File: config.mk
export PLATFORM = sky130hd
export DESIGN_NAME = sarc_top
export DESIGN_NICKNAME = d
export VERILOG_FILES = /design/src/logic/sarc_pkg.sv /design/src/logic/sarc_top.sv
export SDC_FILE = /design/constraint.sdc
export NUM_CORES = 1
export LEC_CHECK = 0
export ABC_CLOCK_PERIOD_IN_PS = 4900
export BUFFER_PORTS_ARGS = -buffer_cell sky130_fd_sc_hd__buf_4
export CORE_ASPECT_RATIO = 1.4
export CORE_UTILIZATION = 53
export DETAILED_ROUTE_END_ITERATION = 8
export HOLD_SLACK_MARGIN = 0.02
export PLACE_DENSITY = 0.74
export SLEW_MARGIN = 0
export SYNTH_ARGS = -nofsm -noshare
export SYNTH_HDL_FRONTEND = slang
export SYNTH_SLANG_ARGS = --single-unit
File: constraint.sdc
create_clock -name mclk -period 4.9 [get_ports mclk]
set_input_delay 0 -clock mclk [delete_from_list [all_inputs] [get_ports mclk]]
set_output_delay 0 -clock mclk [all_outputs]
set_load 0.01 [all_outputs]
File: src/logic/sarc_pkg.sv
// constants, register layouts and types for the auxiliary audio port receive block
package sarc_pkg;

   localparam logic [7:0] SARC_TIMING_ADDR = 8'h26;
   localparam logic [7:0] SARC_PINSEL_ADDR = 8'h27;
   localparam logic [7:0] SARC_CH1_ADDR = 8'h28;
   localparam logic [7:0] SARC_TIMING_RESET = 8'h00;
   localparam logic [7:0] SARC_PINSEL_RESET = 8'h00;
   localparam logic [7:0] SARC_READ_ZERO = 8'h00;
   localparam logic [1:0] SARC_RESV_ZERO = 2'h0;
   localparam logic SARC_CH_EN_RESET = 1'h0;

   localparam int SARC_CHANNELS = 8;
   localparam int SARC_WORD_BITS = 32;
   localparam int SARC_SLOT_MAX = 32;
   localparam int SARC_DELAY_MAX = 31;
   localparam int SARC_I2S_LEAD = 1;

   typedef struct packed {
      logic aux_rx_sample_edge;
      logic aux_rx_local_frame_sync_sel;
      logic aux_rx_local_bit_clock_sel;
      logic [4:0] aux_rx_msb_delay;
   } sarc_timing_s;

   typedef struct packed {
      logic [1:0] reserved;
      logic enable;
      logic [4:0] slot;
   } sarc_chcfg_s;

   typedef struct packed {
      logic [7:0] addr;
      logic [7:0] wdata;
      logic wr;
      logic rd;
   } sarc_reg_req_s;

   typedef enum logic [1:0] {
      SARC_TDM,
      SARC_I2S,
      SARC_LJ
   } sarc_format_e;

endpackage

File: src/logic/sarc_top.sv
// receive side of the auxiliary audio port: config registers and slot capture
//
// How it works
// - edge bit clear: sample data on the default edge set by bit clock polarity.
// - edge bit set: sample on the opposite edge, half a bit clock later.
// - controller mode: bit 6 picks local (1) or external (0) frame sync.
// - controller mode: bit 5 picks local (1) or external (0) bit clock.
// - five-bit msb delay field; zero keeps the standard msb position.
// - delay N shifts slot-0 msb by N bit clocks, on both data pins.
// - i2s and left-justified: delay applies to left and right halves.
// - pin-select bit per channel: 0 takes data pin a, 1 pin b.
// - both receive config registers reset to zero.
// - per-channel enable gates capture; set delivers the word downstream.
// - slot 0-15 is tdm slot or left slot, 16-31 tdm or right.
`timescale 1ns/1ps
module sarc_top
   import sarc_pkg::*;
#(
   parameter int WORD_BITS = SARC_WORD_BITS,
   parameter int CHANNELS = SARC_CHANNELS
) (
   input wire logic mclk,
   input wire logic rst_n,
   input wire sarc_reg_req_s reg_req,
   output logic [7:0] reg_rdata,
   output logic reg_rvalid,
   input wire logic controller_mode,
   input wire logic bit_clock_polarity,
   input wire sarc_format_e rx_format,
   input wire logic local_bit_clock,
   input wire logic local_frame_sync,
   input wire logic ext_bit_clock,
   input wire logic ext_frame_sync,
   input wire logic serial_in_a,
   input wire logic serial_in_b,
   output logic [CHANNELS-1:0][WORD_BITS-1:0] rx_word,
   output logic [CHANNELS-1:0] rx_word_valid
);

   localparam int WB = $clog2(WORD_BITS);
   localparam int CW = $clog2(SARC_SLOT_MAX * WORD_BITS + SARC_DELAY_MAX + 2) + 1;
   localparam int SW = CW - WB;
   localparam logic [CW-1:0] CNT_MAX = {CW{1'b1}};
   localparam logic [WB-1:0] LAST_BIT = WB'(WORD_BITS - 1);

   // pin order inside the synchroniser
   localparam int P_BCLK = 3;
   localparam int P_FS = 2;
   localparam int P_A = 1;
   localparam int P_B = 0;

   sarc_timing_s timing;
   logic [7:0] pin_sel;
   sarc_chcfg_s ch_cfg [CHANNELS];

   logic [3:0] pin_s1;
   logic [3:0] pin_s2;
   logic bclk_prev;
   logic fs_prev;
   logic [CW-1:0] bit_cnt;
   logic half_q;

   logic use_local_bclk;
   logic use_local_fs;
   logic bclk_now;
   logic fs_now;
   logic rise;
   logic fall;
   logic sample_on_rise;
   logic strobe;
   logic restart;
   logic half_cur;
   logic [CW-1:0] cur;
   logic [CW-1:0] lead;
   logic [CW-1:0] pos;
   logic in_range;
   logic [SW-1:0] slot_idx;
   logic [WB-1:0] bit_idx;
   logic [WORD_BITS-1:0] shreg [CHANNELS];
   logic [7:0] next_rdata;

   function automatic logic [7:0] ch_addr(input int i);
      ch_addr = SARC_CH1_ADDR + 8'(i);
   endfunction

   // channel slot number against current slot and half
   function automatic logic slot_hit(
      input sarc_chcfg_s c,
      input sarc_format_e f,
      input logic half,
      input logic [SW-1:0] sidx
   );
      logic [SW-1:0] want;
      want = '0;
      if (f == SARC_TDM) begin
         want = SW'(c.slot);
         slot_hit = c.enable && (sidx == want);
      end else begin
         want = SW'(c.slot[3:0]);
         slot_hit = c.enable && (c.slot[4] == half) && (sidx == want);
      end
   endfunction

   // register writes
   always_ff @(posedge mclk or negedge rst_n) begin
      if (!rst_n) begin
         timing <= SARC_TIMING_RESET;
         pin_sel <= SARC_PINSEL_RESET;
         for (int i = 0; i < CHANNELS; i++) begin
            ch_cfg[i] <= {SARC_RESV_ZERO, SARC_CH_EN_RESET, 5'(i)};
         end
      end else if (reg_req.wr) begin
         if (reg_req.addr == SARC_TIMING_ADDR) begin
            timing <= reg_req.wdata;
         end
         if (reg_req.addr == SARC_PINSEL_ADDR) begin
            pin_sel <= reg_req.wdata;
         end
         for (int i = 0; i < CHANNELS; i++) begin
            if (reg_req.addr == ch_addr(i)) begin
               ch_cfg[i] <= {SARC_RESV_ZERO, reg_req.wdata[5:0]};
            end
         end
      end
   end

   // read mux, unmapped addresses read zero
   always_comb begin
      next_rdata = SARC_READ_ZERO;
      if (reg_req.addr == SARC_TIMING_ADDR) begin
         next_rdata = timing;
      end
      if (reg_req.addr == SARC_PINSEL_ADDR) begin
         next_rdata = pin_sel;
      end
      for (int i = 0; i < CHANNELS; i++) begin
         if (reg_req.addr == ch_addr(i)) begin
            next_rdata = ch_cfg[i];
         end
      end
   end

   always_ff @(posedge mclk or negedge rst_n) begin
      if (!rst_n) begin
         reg_rdata <= SARC_READ_ZERO;
         reg_rvalid <= 1'b0;
      end else begin
         reg_rvalid <= reg_req.rd;
         if (reg_req.rd) begin
            reg_rdata <= next_rdata;
         end
      end
   end

   // pin synchroniser
   always_ff @(posedge mclk or negedge rst_n) begin
      if (!rst_n) begin
         pin_s1 <= 4'h0;
         pin_s2 <= 4'h0;
      end else begin
         pin_s1 <= {ext_bit_clock, ext_frame_sync, serial_in_a, serial_in_b};
         pin_s2 <= pin_s1;
      end
   end

   // clock and frame sync source
   always_comb begin
      use_local_bclk = controller_mode & timing.aux_rx_local_bit_clock_sel;
      use_local_fs = controller_mode & timing.aux_rx_local_frame_sync_sel;
      bclk_now = use_local_bclk ? local_bit_clock : pin_s2[P_BCLK];
      fs_now = use_local_fs ? local_frame_sync : pin_s2[P_FS];
   end

   // sampling edge
   always_comb begin
      rise = bclk_now & ~bclk_prev;
      fall = ~bclk_now & bclk_prev;
      sample_on_rise = ~bit_clock_polarity;
      if (timing.aux_rx_sample_edge) begin
         sample_on_rise = bit_clock_polarity;
      end
      strobe = sample_on_rise ? rise : fall;
   end

   always_ff @(posedge mclk or negedge rst_n) begin
      if (!rst_n) begin
         bclk_prev <= 1'b0;
      end else begin
         bclk_prev <= bclk_now;
      end
   end

   // frame position of the current sample
   always_comb begin
      if (rx_format == SARC_TDM) begin
         restart = fs_now & ~fs_prev;
      end else begin
         restart = fs_now ^ fs_prev;
      end
      if (!restart) begin
         half_cur = half_q;
      end else if (rx_format == SARC_I2S) begin
         half_cur = fs_now;
      end else if (rx_format == SARC_LJ) begin
         half_cur = ~fs_now;
      end else begin
         half_cur = 1'b0;
      end
      cur = restart ? '0 : bit_cnt;
      lead = (rx_format == SARC_I2S) ? CW'(SARC_I2S_LEAD) : '0;
      // both halves restart the count, so the delay covers each
      lead = lead + CW'(timing.aux_rx_msb_delay);
      in_range = (cur >= lead);
      pos = cur - lead;
      slot_idx = pos[CW-1:WB];
      bit_idx = pos[WB-1:0];
   end

   always_ff @(posedge mclk or negedge rst_n) begin
      if (!rst_n) begin
         fs_prev <= 1'b0;
         bit_cnt <= CNT_MAX;
         half_q <= 1'b0;
      end else if (strobe) begin
         fs_prev <= fs_now;
         half_q <= half_cur;
         if (cur != CNT_MAX) begin
            bit_cnt <= cur + CW'(1);
         end else begin
            bit_cnt <= cur;
         end
      end
   end

   // per-channel capture
   always_ff @(posedge mclk or negedge rst_n) begin
      if (!rst_n) begin
         rx_word <= '0;
         rx_word_valid <= '0;
         for (int i = 0; i < CHANNELS; i++) begin
            shreg[i] <= '0;
         end
      end else begin
         rx_word_valid <= '0;
         if (strobe && in_range && (bit_cnt != CNT_MAX || restart)) begin
            for (int i = 0; i < CHANNELS; i++) begin
               if (slot_hit(ch_cfg[i], rx_format, half_cur, slot_idx)) begin
                  logic din;
                  logic [WORD_BITS-1:0] nxt;
                  din = pin_sel[i] ? pin_s2[P_B] : pin_s2[P_A];
                  nxt = {shreg[i][WORD_BITS-2:0], din};
                  shreg[i] <= nxt;
                  if (bit_idx == LAST_BIT) begin
                     rx_word[i] <= nxt;
                     rx_word_valid[i] <= 1'b1;
                  end
               end
            end
         end
      end
   end

endmodule

==> impl.org, run 1 <==
** Logic synthesis
- The netlist uses 83 different library cells.
- Post-synthesis cell type with the largest combined area :: sky130_fd_sc_hd__dfrtp_1
- Ys async rst share :: 100%
- In this run the mean area of a mapped cell was between 15 and 20 sq um.
- In this run the cell area of the synthesized design comes to around 25000 sq um.
- Sequential share of the synthesized area :: approximately 60%
- Counting every net in the synthesized netlist gives about 1700.
- The share of synthesized area in the top cell type comes to approximately 57%.
- Leading post-synthesis cells by cell area :: sky130_fd_sc_hd__dfrtp_1 (57%), sky130_fd_sc_hd__mux2_2 (22%), sky130_fd_sc_hd__mux2_1 (4.0%), sky130_fd_sc_hd__dfstp_2 (2.5%), sky130_fd_sc_hd__buf_4 (0.94%)
- Syn Inst Count :: between 1500 and 2000
- Synth Flop Type :: sky130_fd_sc_hd__dfrtp_1
- Total number of yosys warnings :: 0
- After synthesis the netlist holds a flip-flop and latch count of 608.
- Yosys mapped a number of flops with a built-in enable equal to 0.

** Floorplan
- Total Die Area :: between 40000 and 50000 sq um
- Core region area :: about 47000 sq um
- Width of the chip :: 187 um
- Effective utilization at floorplan :: a little over half
- Pin placement for this block handled between 300 and 400 I/O pins.
- The initialized floorplan defines 94 standard-cell rows.
- From bottom edge to top edge, the die measures approximately 260 um.

** Run status
- Result of the run :: finished clean

** STA
- In this run the tightest slew margin relative to its limit is 30.6%.
- Actual slew at the worst max-slew pin :: around 1000 ps
- Count of final hold-check violations :: 0
- Based on the critical path, the design can be clocked at up to ~0.21 GHz.
- Of the available clock period, the critical path in the final layout requires between 90% and 100%.
- Setup TNS :: 0 ps
- Clock period minus final worst setup slack :: between 4000 and 5000 ps
- Final Max Slew Viols :: 0
- Clock skew on the completed layout was measured at around 25 ps.
- Setup slack on the critical path of the routed design comes to 208 ps.
- Number of setup violations in the final report :: 0

** Min path
- The min-delay analysis places its worst path in the category input port to asynchronous set/reset pin.

** Setup path
- The setup path with the least slack is of type register to register.
- Required time reported for the critical path endpoint :: approximately 5400 ps
- For the worst setup path, the data arrival time is 5150 ps.
- The critical path contains buffers and inverters numbering 4 combined.
- In this run the worst path has a maximum fanout of 16.
- Among cell families on the critical path, the largest total delay comes from simple AND/OR/NAND/NOR gates.
- The largest single stage delay on the critical path is around 490 ps.
- Crit-path slowest cell :: sky130_fd_sc_hd__or3b_4
- Chain of cells forming the critical path :: and3_2 > nor2_2 > inv_1 > ha_1 > or3_4 > nand2_4 > buf_6 > and2_1 > ha_1 > a21o_1 > a21o_1 > o311a_1 > a211oi_2 > o221a_2 > or3b_4 > nor3_4 > buf_12 > buf_12 > mux2_2
- STA classifies the critical path startpoint as a register.
- Critical path capture point type :: register

** Drt
- Number of vias in the routed layout :: roughly 15000
- Count of antenna-violating nets left after detailed routing :: 0
- Drt wl/cell :: approximately 20 um
- For this run, design rule violations remaining after detail routing come to 0.
- Vias/cell :: 5.57
- The final layout contains routed wiring with a total length of about 54 mm.
- Detailed router's first-iteration violation count :: 700
- The first detailed-routing pass took 5 iterations.

** Placed design
- Post-place setup slack :: about 32 ps
- Summed over all nets, the half-perimeter wirelength after detailed placement is between 30 and 40 mm.
- Count of port buffers added during placement :: slightly above 300
- After detailed placement, the total cell area comes to 28600 sq um.
- Weighted congestion reported at the end of routability-driven placement :: 0.916

** Power and ir drop
- Dividing total power by cell area gives a power density of 339 nW/um^2.
- Largest voltage drop on the vdd net :: 0.276 mV
- Summed over all cells, the static leakage comes to 15.7 nW.

** Clock tree
- CTS buffer count :: 55
- Clock transition at the registers of the reported paths :: roughly 60 ps
- Buffer depth of the longest clock path :: 3
- For this design, the sink count on the clock tree is roughly 610.
- Clock tree from TritonCTS :: done
- At the later pin of the worst-skew pair, clock insertion delay measures 600 ps.
- The tree is rooted in a sky130_fd_sc_hd__clkbuf_16.
- The H-tree was split into 2 levels.

** Finish
- Once layout is done, the placed cells without fillers occupy between 30000 and 40000 sq um.
- Nets :: about 2100
- Compared with the post-synthesis result, the final layout area differs by 21.2%.
- Share of cells above drive strength 1 :: between 40% and 50%

** Flow run
- Maximum capacitance violations :: 0

** Global route
- Number of antenna violations at the first check in global routing :: 0
- Entering global routing, the biggest net connects 182 pins.
- Global routing used 22.3% of the available tracks.
- Global-route wire length before repair :: 87.4 mm
- Congestion Overflow GR :: 0
- Via count of the first global-routing pass :: approximately 16000
## placed cells by master (no fill, tap or decap), types with 15 or more instances in the layout
master                          Yosys  final
sky130_fd_sc_hd__nor2_1            31     30
sky130_fd_sc_hd__nand3_1           22     22
sky130_fd_sc_hd__o21ai_0           18     18
sky130_fd_sc_hd__nor2b_1           16     15
sky130_fd_sc_hd__nand2_1           57     56
sky130_fd_sc_hd__inv_1             15     15
sky130_fd_sc_hd__buf_4             32    327
sky130_fd_sc_hd__buf_12             0     21
sky130_fd_sc_hd__dfstp_2           24     24
sky130_fd_sc_hd__mux2_2           493    493
sky130_fd_sc_hd__a21oi_1           25     25
sky130_fd_sc_hd__dfrtp_1          584    584
sky130_fd_sc_hd__dlygate4sd3_1      0     22
sky130_fd_sc_hd__mux2_1            91     91
sky130_fd_sc_hd__xnor2_1           24     24
sky130_fd_sc_hd__clkbuf_16          0     56
## where the power goes
group          switching [mW]  total (mW)  internal (mW)
Combinational           0.511       0.842          0.332
Clock                    1.86        4.48           2.61
Sequential             0.0500        5.13           5.08
Total                    2.42        10.4           8.02
## cell usage after synthesis (6+ instances only)
| library cell | instances |
|---|---|
| sky130_fd_sc_hd__dfrtp_1 | 584 |
| sky130_fd_sc_hd__mux2_2 | 493 |
| sky130_fd_sc_hd__mux2_1 | 91 |
| sky130_fd_sc_hd__nand2_1 | 57 |
| sky130_fd_sc_hd__buf_4 | 32 |
| sky130_fd_sc_hd__nor2_1 | 31 |
| sky130_fd_sc_hd__a21oi_1 | 25 |
| sky130_fd_sc_hd__dfstp_2 | 24 |
| sky130_fd_sc_hd__xnor2_1 | 24 |
| sky130_fd_sc_hd__buf_2 | 22 |
| sky130_fd_sc_hd__nand3_1 | 22 |
| sky130_fd_sc_hd__o21ai_0 | 18 |
| sky130_fd_sc_hd__nor2b_1 | 16 |
| sky130_fd_sc_hd__clkbuf_1 | 15 |
| sky130_fd_sc_hd__inv_1 | 15 |
| sky130_fd_sc_hd__and2_1 | 11 |
| sky130_fd_sc_hd__xor2_1 | 11 |
| sky130_fd_sc_hd__ha_1 | 10 |
| sky130_fd_sc_hd__nand4_1 | 10 |
| sky130_fd_sc_hd__xnor3_1 | 10 |
| sky130_fd_sc_hd__a21o_1 | 8 |
| sky130_fd_sc_hd__a22oi_1 | 8 |
| sky130_fd_sc_hd__buf_1 | 8 |
| sky130_fd_sc_hd__mux2i_1 | 8 |
| sky130_fd_sc_hd__and4b_1 | 7 |
| sky130_fd_sc_hd__and3_1 | 6 |
| sky130_fd_sc_hd__buf_6 | 6 |
## registers in the layout, summed over array words and instances, names as in the netlist
| name | cells |
|---|---|
| rx_word | 256 |
| shreg | 248 |
| ch_cfg | 48 |
| bit_cnt | 12 |
| pin_sel | 8 |
| reg_rdata | 8 |
| rx_word_valid | 8 |
| timing | 8 |
| pin_s1 | 4 |
| pin_s2 | 4 |
| bclk_prev | 1 |
| fs_prev | 1 |
| half_q | 1 |
| reg_rvalid | 1 |
## stage by stage
| step | util (%) | cells | hold WS (ps) | total power [mW] |
|---|---|---|---|---|
| after detailed placement | 60.7 | 2580 | 85.0 | 6.03 |
| final | 65.4 | 2708 | 35.8 | 10.4 |
| after global placement | 60.7 | 2580 | 77.0 | 6.02 |
| after floorplan | - | 1692 | -296 | 5.67 |
| after global routing | 65.4 | 2707 | 36.2 | 10.8 |
| after CTS | 65.2 | 2702 | 29.8 | 10.6 |
## cell type report
| cell class | instances | area [sq um] |
|---|---|---|
| well taps | 624 | 781 |
| fillers | 3430 | 16300 |
| multi-input cells | 986 | 9690 |
| clock buffers | 73 | 1560 |
| diodes | 1 | 2.50 |
| flip-flops and latches | 608 | 15200 |
| clock inverters | 27 | 337 |
| repair buffers | 374 | 3160 |
| inverters | 15 | 56.3 |
## worst paths after layout
check,start,end,slack (ps),depth (start not counted)
worst max-delay path,timing[6],rx_word[101],210,19
worst min-delay path,rst_n,shreg[251],40,2
worst max register to register,timing[6],rx_word[101],210,19
worst min register to register,pin_s1[2],pin_s2[2],350,0
max in group asynchronous,rst_n,shreg[120],3420,3
min in group mclk,ext_bit_clock,pin_s1[3],70,2
## worst register-to-register path, stage by stage, from the launching register on
cell	delay, ps
sky130_fd_sc_hd__dfrtp_1	420
sky130_fd_sc_hd__and3_2	250
sky130_fd_sc_hd__nor2_2	120
sky130_fd_sc_hd__inv_1	60
sky130_fd_sc_hd__ha_1	180
sky130_fd_sc_hd__or3_4	360
sky130_fd_sc_hd__nand2_4	110
sky130_fd_sc_hd__buf_6	140
sky130_fd_sc_hd__and2_1	140
sky130_fd_sc_hd__ha_1	240
sky130_fd_sc_hd__a21o_1	180
sky130_fd_sc_hd__a21o_1	210
sky130_fd_sc_hd__o311a_1	380
sky130_fd_sc_hd__a211oi_2	140
sky130_fd_sc_hd__o221a_2	240
sky130_fd_sc_hd__or3b_4	490
sky130_fd_sc_hd__nor3_4	230
sky130_fd_sc_hd__buf_12	150
sky130_fd_sc_hd__buf_12	160
sky130_fd_sc_hd__mux2_2	360
## kinds of logic (layout without fill, tap and decap cells)
group | after synthesis | after routing | synth area share [%]
buffers and inverters | 98 | 489 | 2.20
other | 0 | 1 | 0
AND/OR/NAND/NOR | 209 | 209 | 4.80
multiplexers | 597 | 597 | 26.6
flip-flops | 608 | 608 | 59.9
AO/OA/AOI/OAI | 121 | 121 | 3.57
adder cells (fa/ha/maj) | 11 | 11 | 0.571
XOR/XNOR | 48 | 48 | 2.33
## repair_timing
| item | in CTS | in global routing |
|---|---|---|
| resized for setup | 0 | 11 |
| hold buffers | 22 | 0 |
| setup endpoints to repair | 0 | 501 |
| buffers inserted | 0 | 3 |
| endpoints found under the hold margin | 172 | 0 |
## per-layer routing
| metal | wire length (um) | GRT usage [%] |
|---|---|---|
| met5 | 0 | 0 |
| met2 | 27700 | 38.8 |
| met1 | 21600 | 27.3 |
| met4 | 2190 | 9.59 |
| met3 | 2790 | 4.19 |
Power figures use the tool's default switching activity.
==> run 2, diff against run 1 <==
- CORE_UTILIZATION: 53 -> 48
- PLACE_DENSITY: 0.74 -> 0.67
==> impl.org, run 2 (synthesis results as in run 1) <==
** Run status
- Result of the run: finished clean (unchanged).

** Setup path
- Setup Crit Path Kind :: register to register (unchanged)
- Required time reported for the critical path endpoint :: 5370 ps (was 5360 ps)
- Flop2flop setup slack :: 240 ps (was 210 ps)
- Chain of cells forming the critical path: and3_1 > nor2_2 > inv_1 > ha_1 > or3_1 > nand2_2 > nand2_1 > ha_1 > fa_1 > nor2b_2 > o2111a_2 > nor2_2 > a211oi_2 > o221a_2 > or3b_4 > buf_4 > nor3_4 > buf_12 > mux2_2 (was and3_2 > nor2_2 > inv_1 > ha_1 > or3_4 > nand2_4 > buf_6 > and2_1 > ha_1 > a21o_1 > a21o_1 > o311a_1 > a211oi_2 > o221a_2 > or3b_4 > nor3_4 > buf_12 > buf_12 > mux2_2).
- The slowest library cell on the worst path is sky130_fd_sc_hd__or3b_4 (unchanged).
- CP Max Fanout :: 32 (was 16)
- The delay of the slowest cell on the worst path came to 430 ps (was 490 ps).
- The data arrival at the endpoint of the critical path came to 5140 ps (was 5150 ps).
- Critical path capture point type :: register (unchanged)
- The critical path startpoint category is a register (unchanged).

** STA
- The number of pins with negative max-slew slack in the final report is 0 (unchanged).
- The time the worst path needs with I/O delays and setup is 4660 ps (was 4690 ps).
- Setup TNS :: 0 ps (unchanged)
- Setup WS post-layout :: 239 ps (was 208 ps)
- The normalized max-slew margin was 27.1% (was 30.6%).
- The period utilization came to 95.1% (was 95.8%).
- Count of final hold-check violations :: 0 (unchanged)
- The number of failing setup endpoints in the final timing report was 0 (unchanged).
- Final worst clock skew :: 49.4 ps (was 24.7 ps)
- The fmax was 0.215 GHz (was 0.213 GHz).
- The worst-margin pin slew was 1080 ps (was 1030 ps).

** Floorplan
- The placeable core region came to 52300 sq um (was 47200 sq um).
- The number of standard-cell rows in the floorplan came to 99 (was 94).
- The height of the die came to 274 um (was 261 um).
- The starting utilization of the core area was 48.7% (was 53.9%).
- Total I/O pin count :: 303 (unchanged)
- Width of the chip :: 197 um (was 187 um)
- Total Die Area :: 53900 sq um (was 48900 sq um)

** Drt
- The total detailed-routing wirelength came to 56.0 mm (was 54.3 mm).
- The number of design rule violations left after detail routing came to 0 (unchanged).
- The remaining number of nets flagged by the antenna check after routing is 0 (unchanged).
- Detailed router's first-iteration violation count :: 611 (was 700)
- The routed length per instance is 19.8 um (was 20.0 um).
- The number of vias per cell came to 5.33 (was 5.57).
- The total vias in the final route was 15100 (about the same).
- The number of iterations in the first detailed-routing pass is 7 (was 5).

** Clock tree
- The number of sinks on the clock net is 608 (unchanged).
- The CTS buffer count was 57 (was 55).
- Clock transition at the registers of the reported paths :: 60 ps (about the same)
- Buffer depth of the longest clock path :: 3 (unchanged)
- Worst-Skew Late Latency :: 640 ps (was 600 ps)
- Root buffer selected by CTS :: sky130_fd_sc_hd__clkbuf_16 (unchanged)
- Clock tree from TritonCTS :: done (unchanged)
- H-tree level count :: 2 (unchanged)

** Min path
- The kind of path behind the tightest hold check is input port to register (was input port to asynchronous set/reset pin).

** Finish
- The share of the core filled with cells in the final layout came to 59.9% (was 65.4%).
- Syn-to-layout area delta :: 23.1% (was 21.2%)
- Most common cell after layout, fill and taps aside :: sky130_fd_sc_hd__dfrtp_1 (unchanged)
- Share of cells above drive strength 1 :: 49.1% (was 48.4%)
- Largest registers ranked by flip-flop count: rx_word x256, shreg x248, ch_cfg x48 (unchanged).
- The number of flip-flops under the largest register name is 256 (unchanged).
- Most used cells in the layout excluding fill and tap cells :: sky130_fd_sc_hd__dfrtp_1 (584), sky130_fd_sc_hd__mux2_2 (493), sky130_fd_sc_hd__buf_4 (357) (was sky130_fd_sc_hd__dfrtp_1 (584), sky130_fd_sc_hd__mux2_2 (493), sky130_fd_sc_hd__buf_4 (327))
- The total of fill cells in the finished design is 4129 (was 3430).
- Final Instance Count excl. Fillers :: 2834 (was 2708)
- The largest register by flop count was rx_word (unchanged).
- Nets :: 2121 (was 2081)

** Placed design
- The cell total after placement was 2696 (was 2580).
- Post-place setup slack :: 60.4 ps (was 31.9 ps)
- The number of input and output port buffers inserted was 302 (unchanged).
- The routability congestion estimate from global placement is 0.951 (was 0.916).
- The detailed-placement wirelength estimate came to 39.1 mm (was 36.9 mm).

** Power and ir drop
- The reported leakage power was 16.0 nW (was 15.7 nW).
- The total power draw came to 10.5 mW (was 10.4 mW).
- The worst ir drop on vdd was 0.289 mV (was 0.276 mV).
- Total power per unit cell area :: 335 nW/um^2 (was 339 nW/um^2)

** Global route
- The number of global-route vias before repair came to 15800 (was 16000).
- The largest net degree at the start of global routing is 188 (was 182).
- The global-route usage over all layers came to 21.1% (was 22.3%).
- The aggregate global routing overflow came to 0 (unchanged).
- Number of antenna violations at the first check in global routing :: 4 (was 0)
- The first-pass GRT wire length is 89.5 mm (was 87.4 mm).

** Flow run
- Maximum capacitance violations :: 0 (unchanged)
run 2: cell count changes in the layout (fill, tap and decap cells not counted), moves of 2 or more:
cell and change:
sky130_fd_sc_hd__buf_12 +5, sky130_fd_sc_hd__inv_6 +3, sky130_fd_sc_hd__clkinv_2 +5, sky130_fd_sc_hd__bufinv_16 -2
sky130_fd_sc_hd__clkbuf_1 +2, sky130_fd_sc_hd__dlygate4sd3_1 +5, sky130_fd_sc_hd__buf_4 +30, sky130_fd_sc_hd__buf_6 -2
sky130_fd_sc_hd__clkbuf_8 -5
run 2: repair_timing:
item / 4_1_cts / 5_1_grt
hold buffers: 28 / 0
setup endpoints to repair: 0 / 424
buffers inserted: 0 / 4
resized for setup: 0 / 9
endpoints found under the hold margin: 315 / 0
run 2: layout make-up:
| class | count | area, sq um | area share [%] |
|---|---|---|---|
| Clock buffer | 72 | 1550 | 4.96 |
| Clock inverter | 33 | 358 | 1.14 |
| Timing Repair Buffer | 412 | 3510 | 11.2 |
| Multi-Input combinational cell | 986 | 9690 | 31.0 |
| Antenna cell | 1 | 2.50 | 0.00799 |
| Sequential cell | 608 | 15200 | 48.7 |
| Inverter | 15 | 56.3 | 0.180 |
| Tap cell | 707 | 885 | 2.83 |
run 2: final timing paths:
kind	startpoint	to	cells past startpoint
min in group asynchronous	rst_n	ch_cfg[48]	3
min reg2reg	pin_s1[2]	pin_s2[2]	0
max in group asynchronous	rst_n	shreg[106]	4
max	timing[6]	rx_word[117]	19
min	ext_bit_clock	pin_s1[3]	2
max reg2reg	timing[6]	rx_word[117]	19
run 2: power breakdown:
group / switching, mW / total [mW] / leakage [nW] / internal, mW
registers: 0.0549 / 5.13 / 8.37 / 5.08
logic: 0.510 / 0.883 / 6.65 / 0.373
clock network: 1.94 / 4.47 / 0.937 / 2.53
run 2: worst max-delay path: cells and delay by family, from the launching register on:
kind / cells / cell delay (ps)
mux: 1 / 360
flops: 1 / 410
simple gates: 9 / 1720
fa+ha+maj: 3 / 830
buf+inv: 3 / 480
compound gates: 3 / 670
run 2: through the flow:
step / hold WS (ps) / cell area (sq um)
floorplan: -296 / 25400
global placement: -25.5 / 29000
detailed placement: -26.3 / 29000
CTS: 21.1 / 31200
global route: 50.4 / 31300
finish: 47.5 / 31300
run 2: metal layers:
| metal | track usage [%] | routed length (um) | vias up | part of all wire (%) |
|---|---|---|---|---|
| li1 | - | - | 6886 | - |
| met1 | 26.2 | 22900 | 7754 | 41 |
| met2 | 35.8 | 28100 | 369 | 50 |
| met3 | 5.35 | 3490 | 101 | 6.2 |
| met4 | 6.87 | 1580 | 6 | 2.8 |
| met5 | 0 | 34 | - | 0.061 |
==> run 3, diff against run 2 <==
- CORE_ASPECT_RATIO: 1.4 -> not set
==> impl.org, run 3 (synthesis results as in run 1) <==
** Global route
- The first-pass GRT wire length was 88.3 mm (was 89.5 mm).
- Via count of the first global-routing pass :: 15500 (was 15800)
- Congestion Overflow GR :: 0 (unchanged)
- Overall global routing resource usage :: 21.0% (was 21.1%)
- Number of antenna violations at the first check in global routing :: 6 (was 4)
- Maximum number of pins on one net before global-route repair :: 140 (was 188)

** STA
- The number of pins with negative max-slew slack in the final report came to 0 (unchanged).
- The worst-margin pin slew is 987 ps (was 1080 ps).
- Upper clock frequency limit :: 0.211 GHz (was 0.215 GHz)
- Final clock period utilization by the worst path :: 96.6% (was 95.1%)
- The summed negative setup slack over all endpoints is 0 ps (unchanged).
- The number of hold violations in the final report came to 0 (unchanged).
- Clock period minus final worst setup slack :: 4730 ps (was 4660 ps)
- The number of failing setup endpoints in the final timing report is 0 (unchanged).
- The worst-case setup margin in the final layout came to 168 ps (was 239 ps).
- The setup skew after layout was 15.1 ps (was 49.4 ps).
- The normalized max-slew margin is 33.3% (was 27.1%).
- The worst hold slack after final layout is 28.7 ps (was 47.5 ps).

** Power and ir drop
- Largest voltage drop on the vdd net :: 0.280 mV (was 0.289 mV)
- The total power draw came to 10.9 mW (was 10.5 mW).
- Leakage power :: 15.9 nW (was 16.0 nW)
- The total power per unit cell area is 348 nW/um^2 (was 335 nW/um^2).

** Finish
- The synthesis-to-finish area growth is 23.2% (was 23.1%).
- Most used cells in the layout excluding fill and tap cells: sky130_fd_sc_hd__dfrtp_1 (584), sky130_fd_sc_hd__mux2_2 (493), sky130_fd_sc_hd__buf_4 (344) (was sky130_fd_sc_hd__dfrtp_1 (584), sky130_fd_sc_hd__mux2_2 (493), sky130_fd_sc_hd__buf_4 (357)).
- The number of flip-flops under the largest register name was 256 (unchanged).
- The layout cell share with drive strength beyond 1 was 48.8% (was 49.1%).
- Final Instance Count excl. Fillers :: 2805 (was 2834)
- The final design instance area without fill is 31300 sq um (about the same).
- Largest registers ranked by flip-flop count: rx_word x256, shreg x248, ch_cfg x48 (unchanged).
- The share of the core filled with cells in the final layout came to 59.7% (was 59.9%).
- The multi-input gate area in the final layout came to 9720 sq um (was 9690 sq um).
- The area of all sequential standard cells is 15200 sq um (unchanged).
- The most common cell after layout, fill and taps aside was sky130_fd_sc_hd__dfrtp_1 (unchanged).
- Fill cells :: 4041 (was 4129)
- Largest Register :: rx_word (unchanged)
- Nets :: 2108 (was 2121)

** Setup path
- The number of buffer and inverter stages on the critical path is 5 (was 3).
- The required time of the worst setup path was 5360 ps (was 5370 ps).
- The endpoint class of the critical path is a register (unchanged).
- Most frequent cell on the critical path :: sky130_fd_sc_hd__buf_4
- The critical path startpoint category is a register (unchanged).
- Chain of cells forming the critical path :: and3_4 > nor2_2 > inv_1 > ha_1 > or3_4 > nand2_2 > nand2_1 > ha_1 > fa_1 > nor2b_2 > buf_4 > o21a_1 > nor2_1 > xnor2_1 > o2111ai_2 > or3b_4 > buf_4 > nor3_4 > buf_4 > clkbuf_16 > mux2_2 (was and3_1 > nor2_2 > inv_1 > ha_1 > or3_1 > nand2_2 > nand2_1 > ha_1 > fa_1 > nor2b_2 > o2111a_2 > nor2_2 > a211oi_2 > o221a_2 > or3b_4 > buf_4 > nor3_4 > buf_12 > mux2_2)
- R2R depth :: 21 (was 19)
- Origin of the critical flop-to-flop path :: timing[6] (unchanged)
- The data arrival at the endpoint of the critical path came to 5190 ps (was 5140 ps).
- The maximum fanout count along the critical path came to 16 (was 32).
- The delay of the slowest cell on the worst path came to 480 ps (was 430 ps).
- Setup Crit Path Kind :: register to register (unchanged)
- The number of cells on the critical path was 21 (was 19).
- The endpoint of the most critical register-to-register path was rx_word[0] (was rx_word[117]).
- The register-to-register path setup slack was 170 ps (was 240 ps).
- Delay-heaviest family, CP :: simple AND/OR/NAND/NOR gates (unchanged)
- Crit-path slowest cell :: sky130_fd_sc_hd__or3b_4 (unchanged)

** Clock tree
- CTS buffer count :: 67 (was 57)
- H-tree level count :: 3 (was 2)
- Buffer depth of the longest clock path :: 3 (unchanged)
- The number of sinks on the clock net was 608 (unchanged).
- The clock latency reported for the late side of the worst-skew pair was 580 ps (was 640 ps).
- The cell at the root of the clock tree is sky130_fd_sc_hd__clkbuf_16 (unchanged).
- Clock tree from TritonCTS :: done (unchanged)
- Clock transition at the registers of the reported paths :: 60 ps (about the same)

** Floorplan
- Die H :: 232 um (was 274 um)
- The placeable core region came to 52400 sq um (was 52300 sq um).
- The chip width is 232 um (was 197 um).
- Total I/O pin count :: 303 (unchanged)
- Effective utilization at floorplan :: 48.5% (was 48.7%)
- Number of placement rows :: 84 (was 99)
- Total Die Area :: 53900 sq um (about the same)

** Drt
- The routed length per instance came to 19.9 um (was 19.8 um).
- Iteration count of the initial detailed-routing pass :: 5 (was 7)
- Count of antenna-violating nets left after detailed routing :: 0 (unchanged)
- Residual DRC count :: 0 (unchanged)
- Detailed router's first-iteration violation count :: 823 (was 611)
- Overall routed net length :: 55.9 mm (was 56.0 mm)
- The number of vias per cell is 5.40 (was 5.33).
- Number of vias in the routed layout :: 15200 (was 15100)

** Run status
- Result of the run: finished clean (unchanged).

** Placed design
- Count of port buffers added during placement :: 302 (unchanged)
- The routability congestion estimate from global placement is 0.905 (was 0.951).
- The worst slack after detailed placement is 40.7 ps (was 60.4 ps).
- Placed Cells :: 2662 (was 2696)
- The detailed-placement wirelength estimate came to 37.9 mm (was 39.1 mm).
- Placed Area :: 28900 sq um (was 29000 sq um)

** Flow run
- The number of max-cap violations is 0 (unchanged).

** Min path
- Classification of the worst-slack hold path :: input port to asynchronous set/reset pin (was input port to register)
==> run 3: layout make-up <==
cell class / instances / area share, %
repair buffers: 389 / 10.5
well taps: 688 / 2.75
diodes: 3 / 0.0240
flip-flops and latches: 608 / 48.7
clock buffers: 100 / 6.27
clock inverters: 16 / 0.615
multi-input cells: 986 / 31.0
inverters: 15 / 0.180
==> run 3: how the worst max path moves through the flow <==
| stage | end | slack [ps] | from |
|---|---|---|---|
| after detailed placement | shreg[144] | 40 | timing[6] |
| after global placement | shreg[145] | 80 | timing[6] |
| after global routing | rx_word[4] | -30 | timing[6] |
| after CTS | shreg[144] | 10 | timing[6] |
| final | rx_word[0] | 170 | timing[6] |
| after floorplan | rx_word[2] | 60 | timing[6] |
==> run 3: power breakdown <==
group | internal (mW) | switching (mW) | total (mW)
clock network | 2.98 | 1.94 | 4.91
registers | 5.08 | 0.0479 | 5.13
logic | 0.347 | 0.532 | 0.879
==> run 3: repair_timing <==
| action | 4_1_cts | 5_1_grt |
|---|---|---|
| buffers inserted | 0 | 3 |
| hold buffers | 20 | 0 |
| gates resized for setup | 0 | 13 |
| setup endpoints to repair | 0 | 503 |
| endpoints found under the hold margin | 163 | 0 |
==> run 3: metal layers <==
metal | part of all wire [%] | global-route usage, % | wire [um] | up-vias
met5 | 0.045 | 0 | 25 | -
met4 | 2.8 | 6.95 | 1580 | 4
met3 | 6.2 | 5.67 | 3460 | 101
met2 | 47 | 33.0 | 26400 | 390
met1 | 44 | 28.2 | 24400 | 7796
li1 | - | - | - | 6865
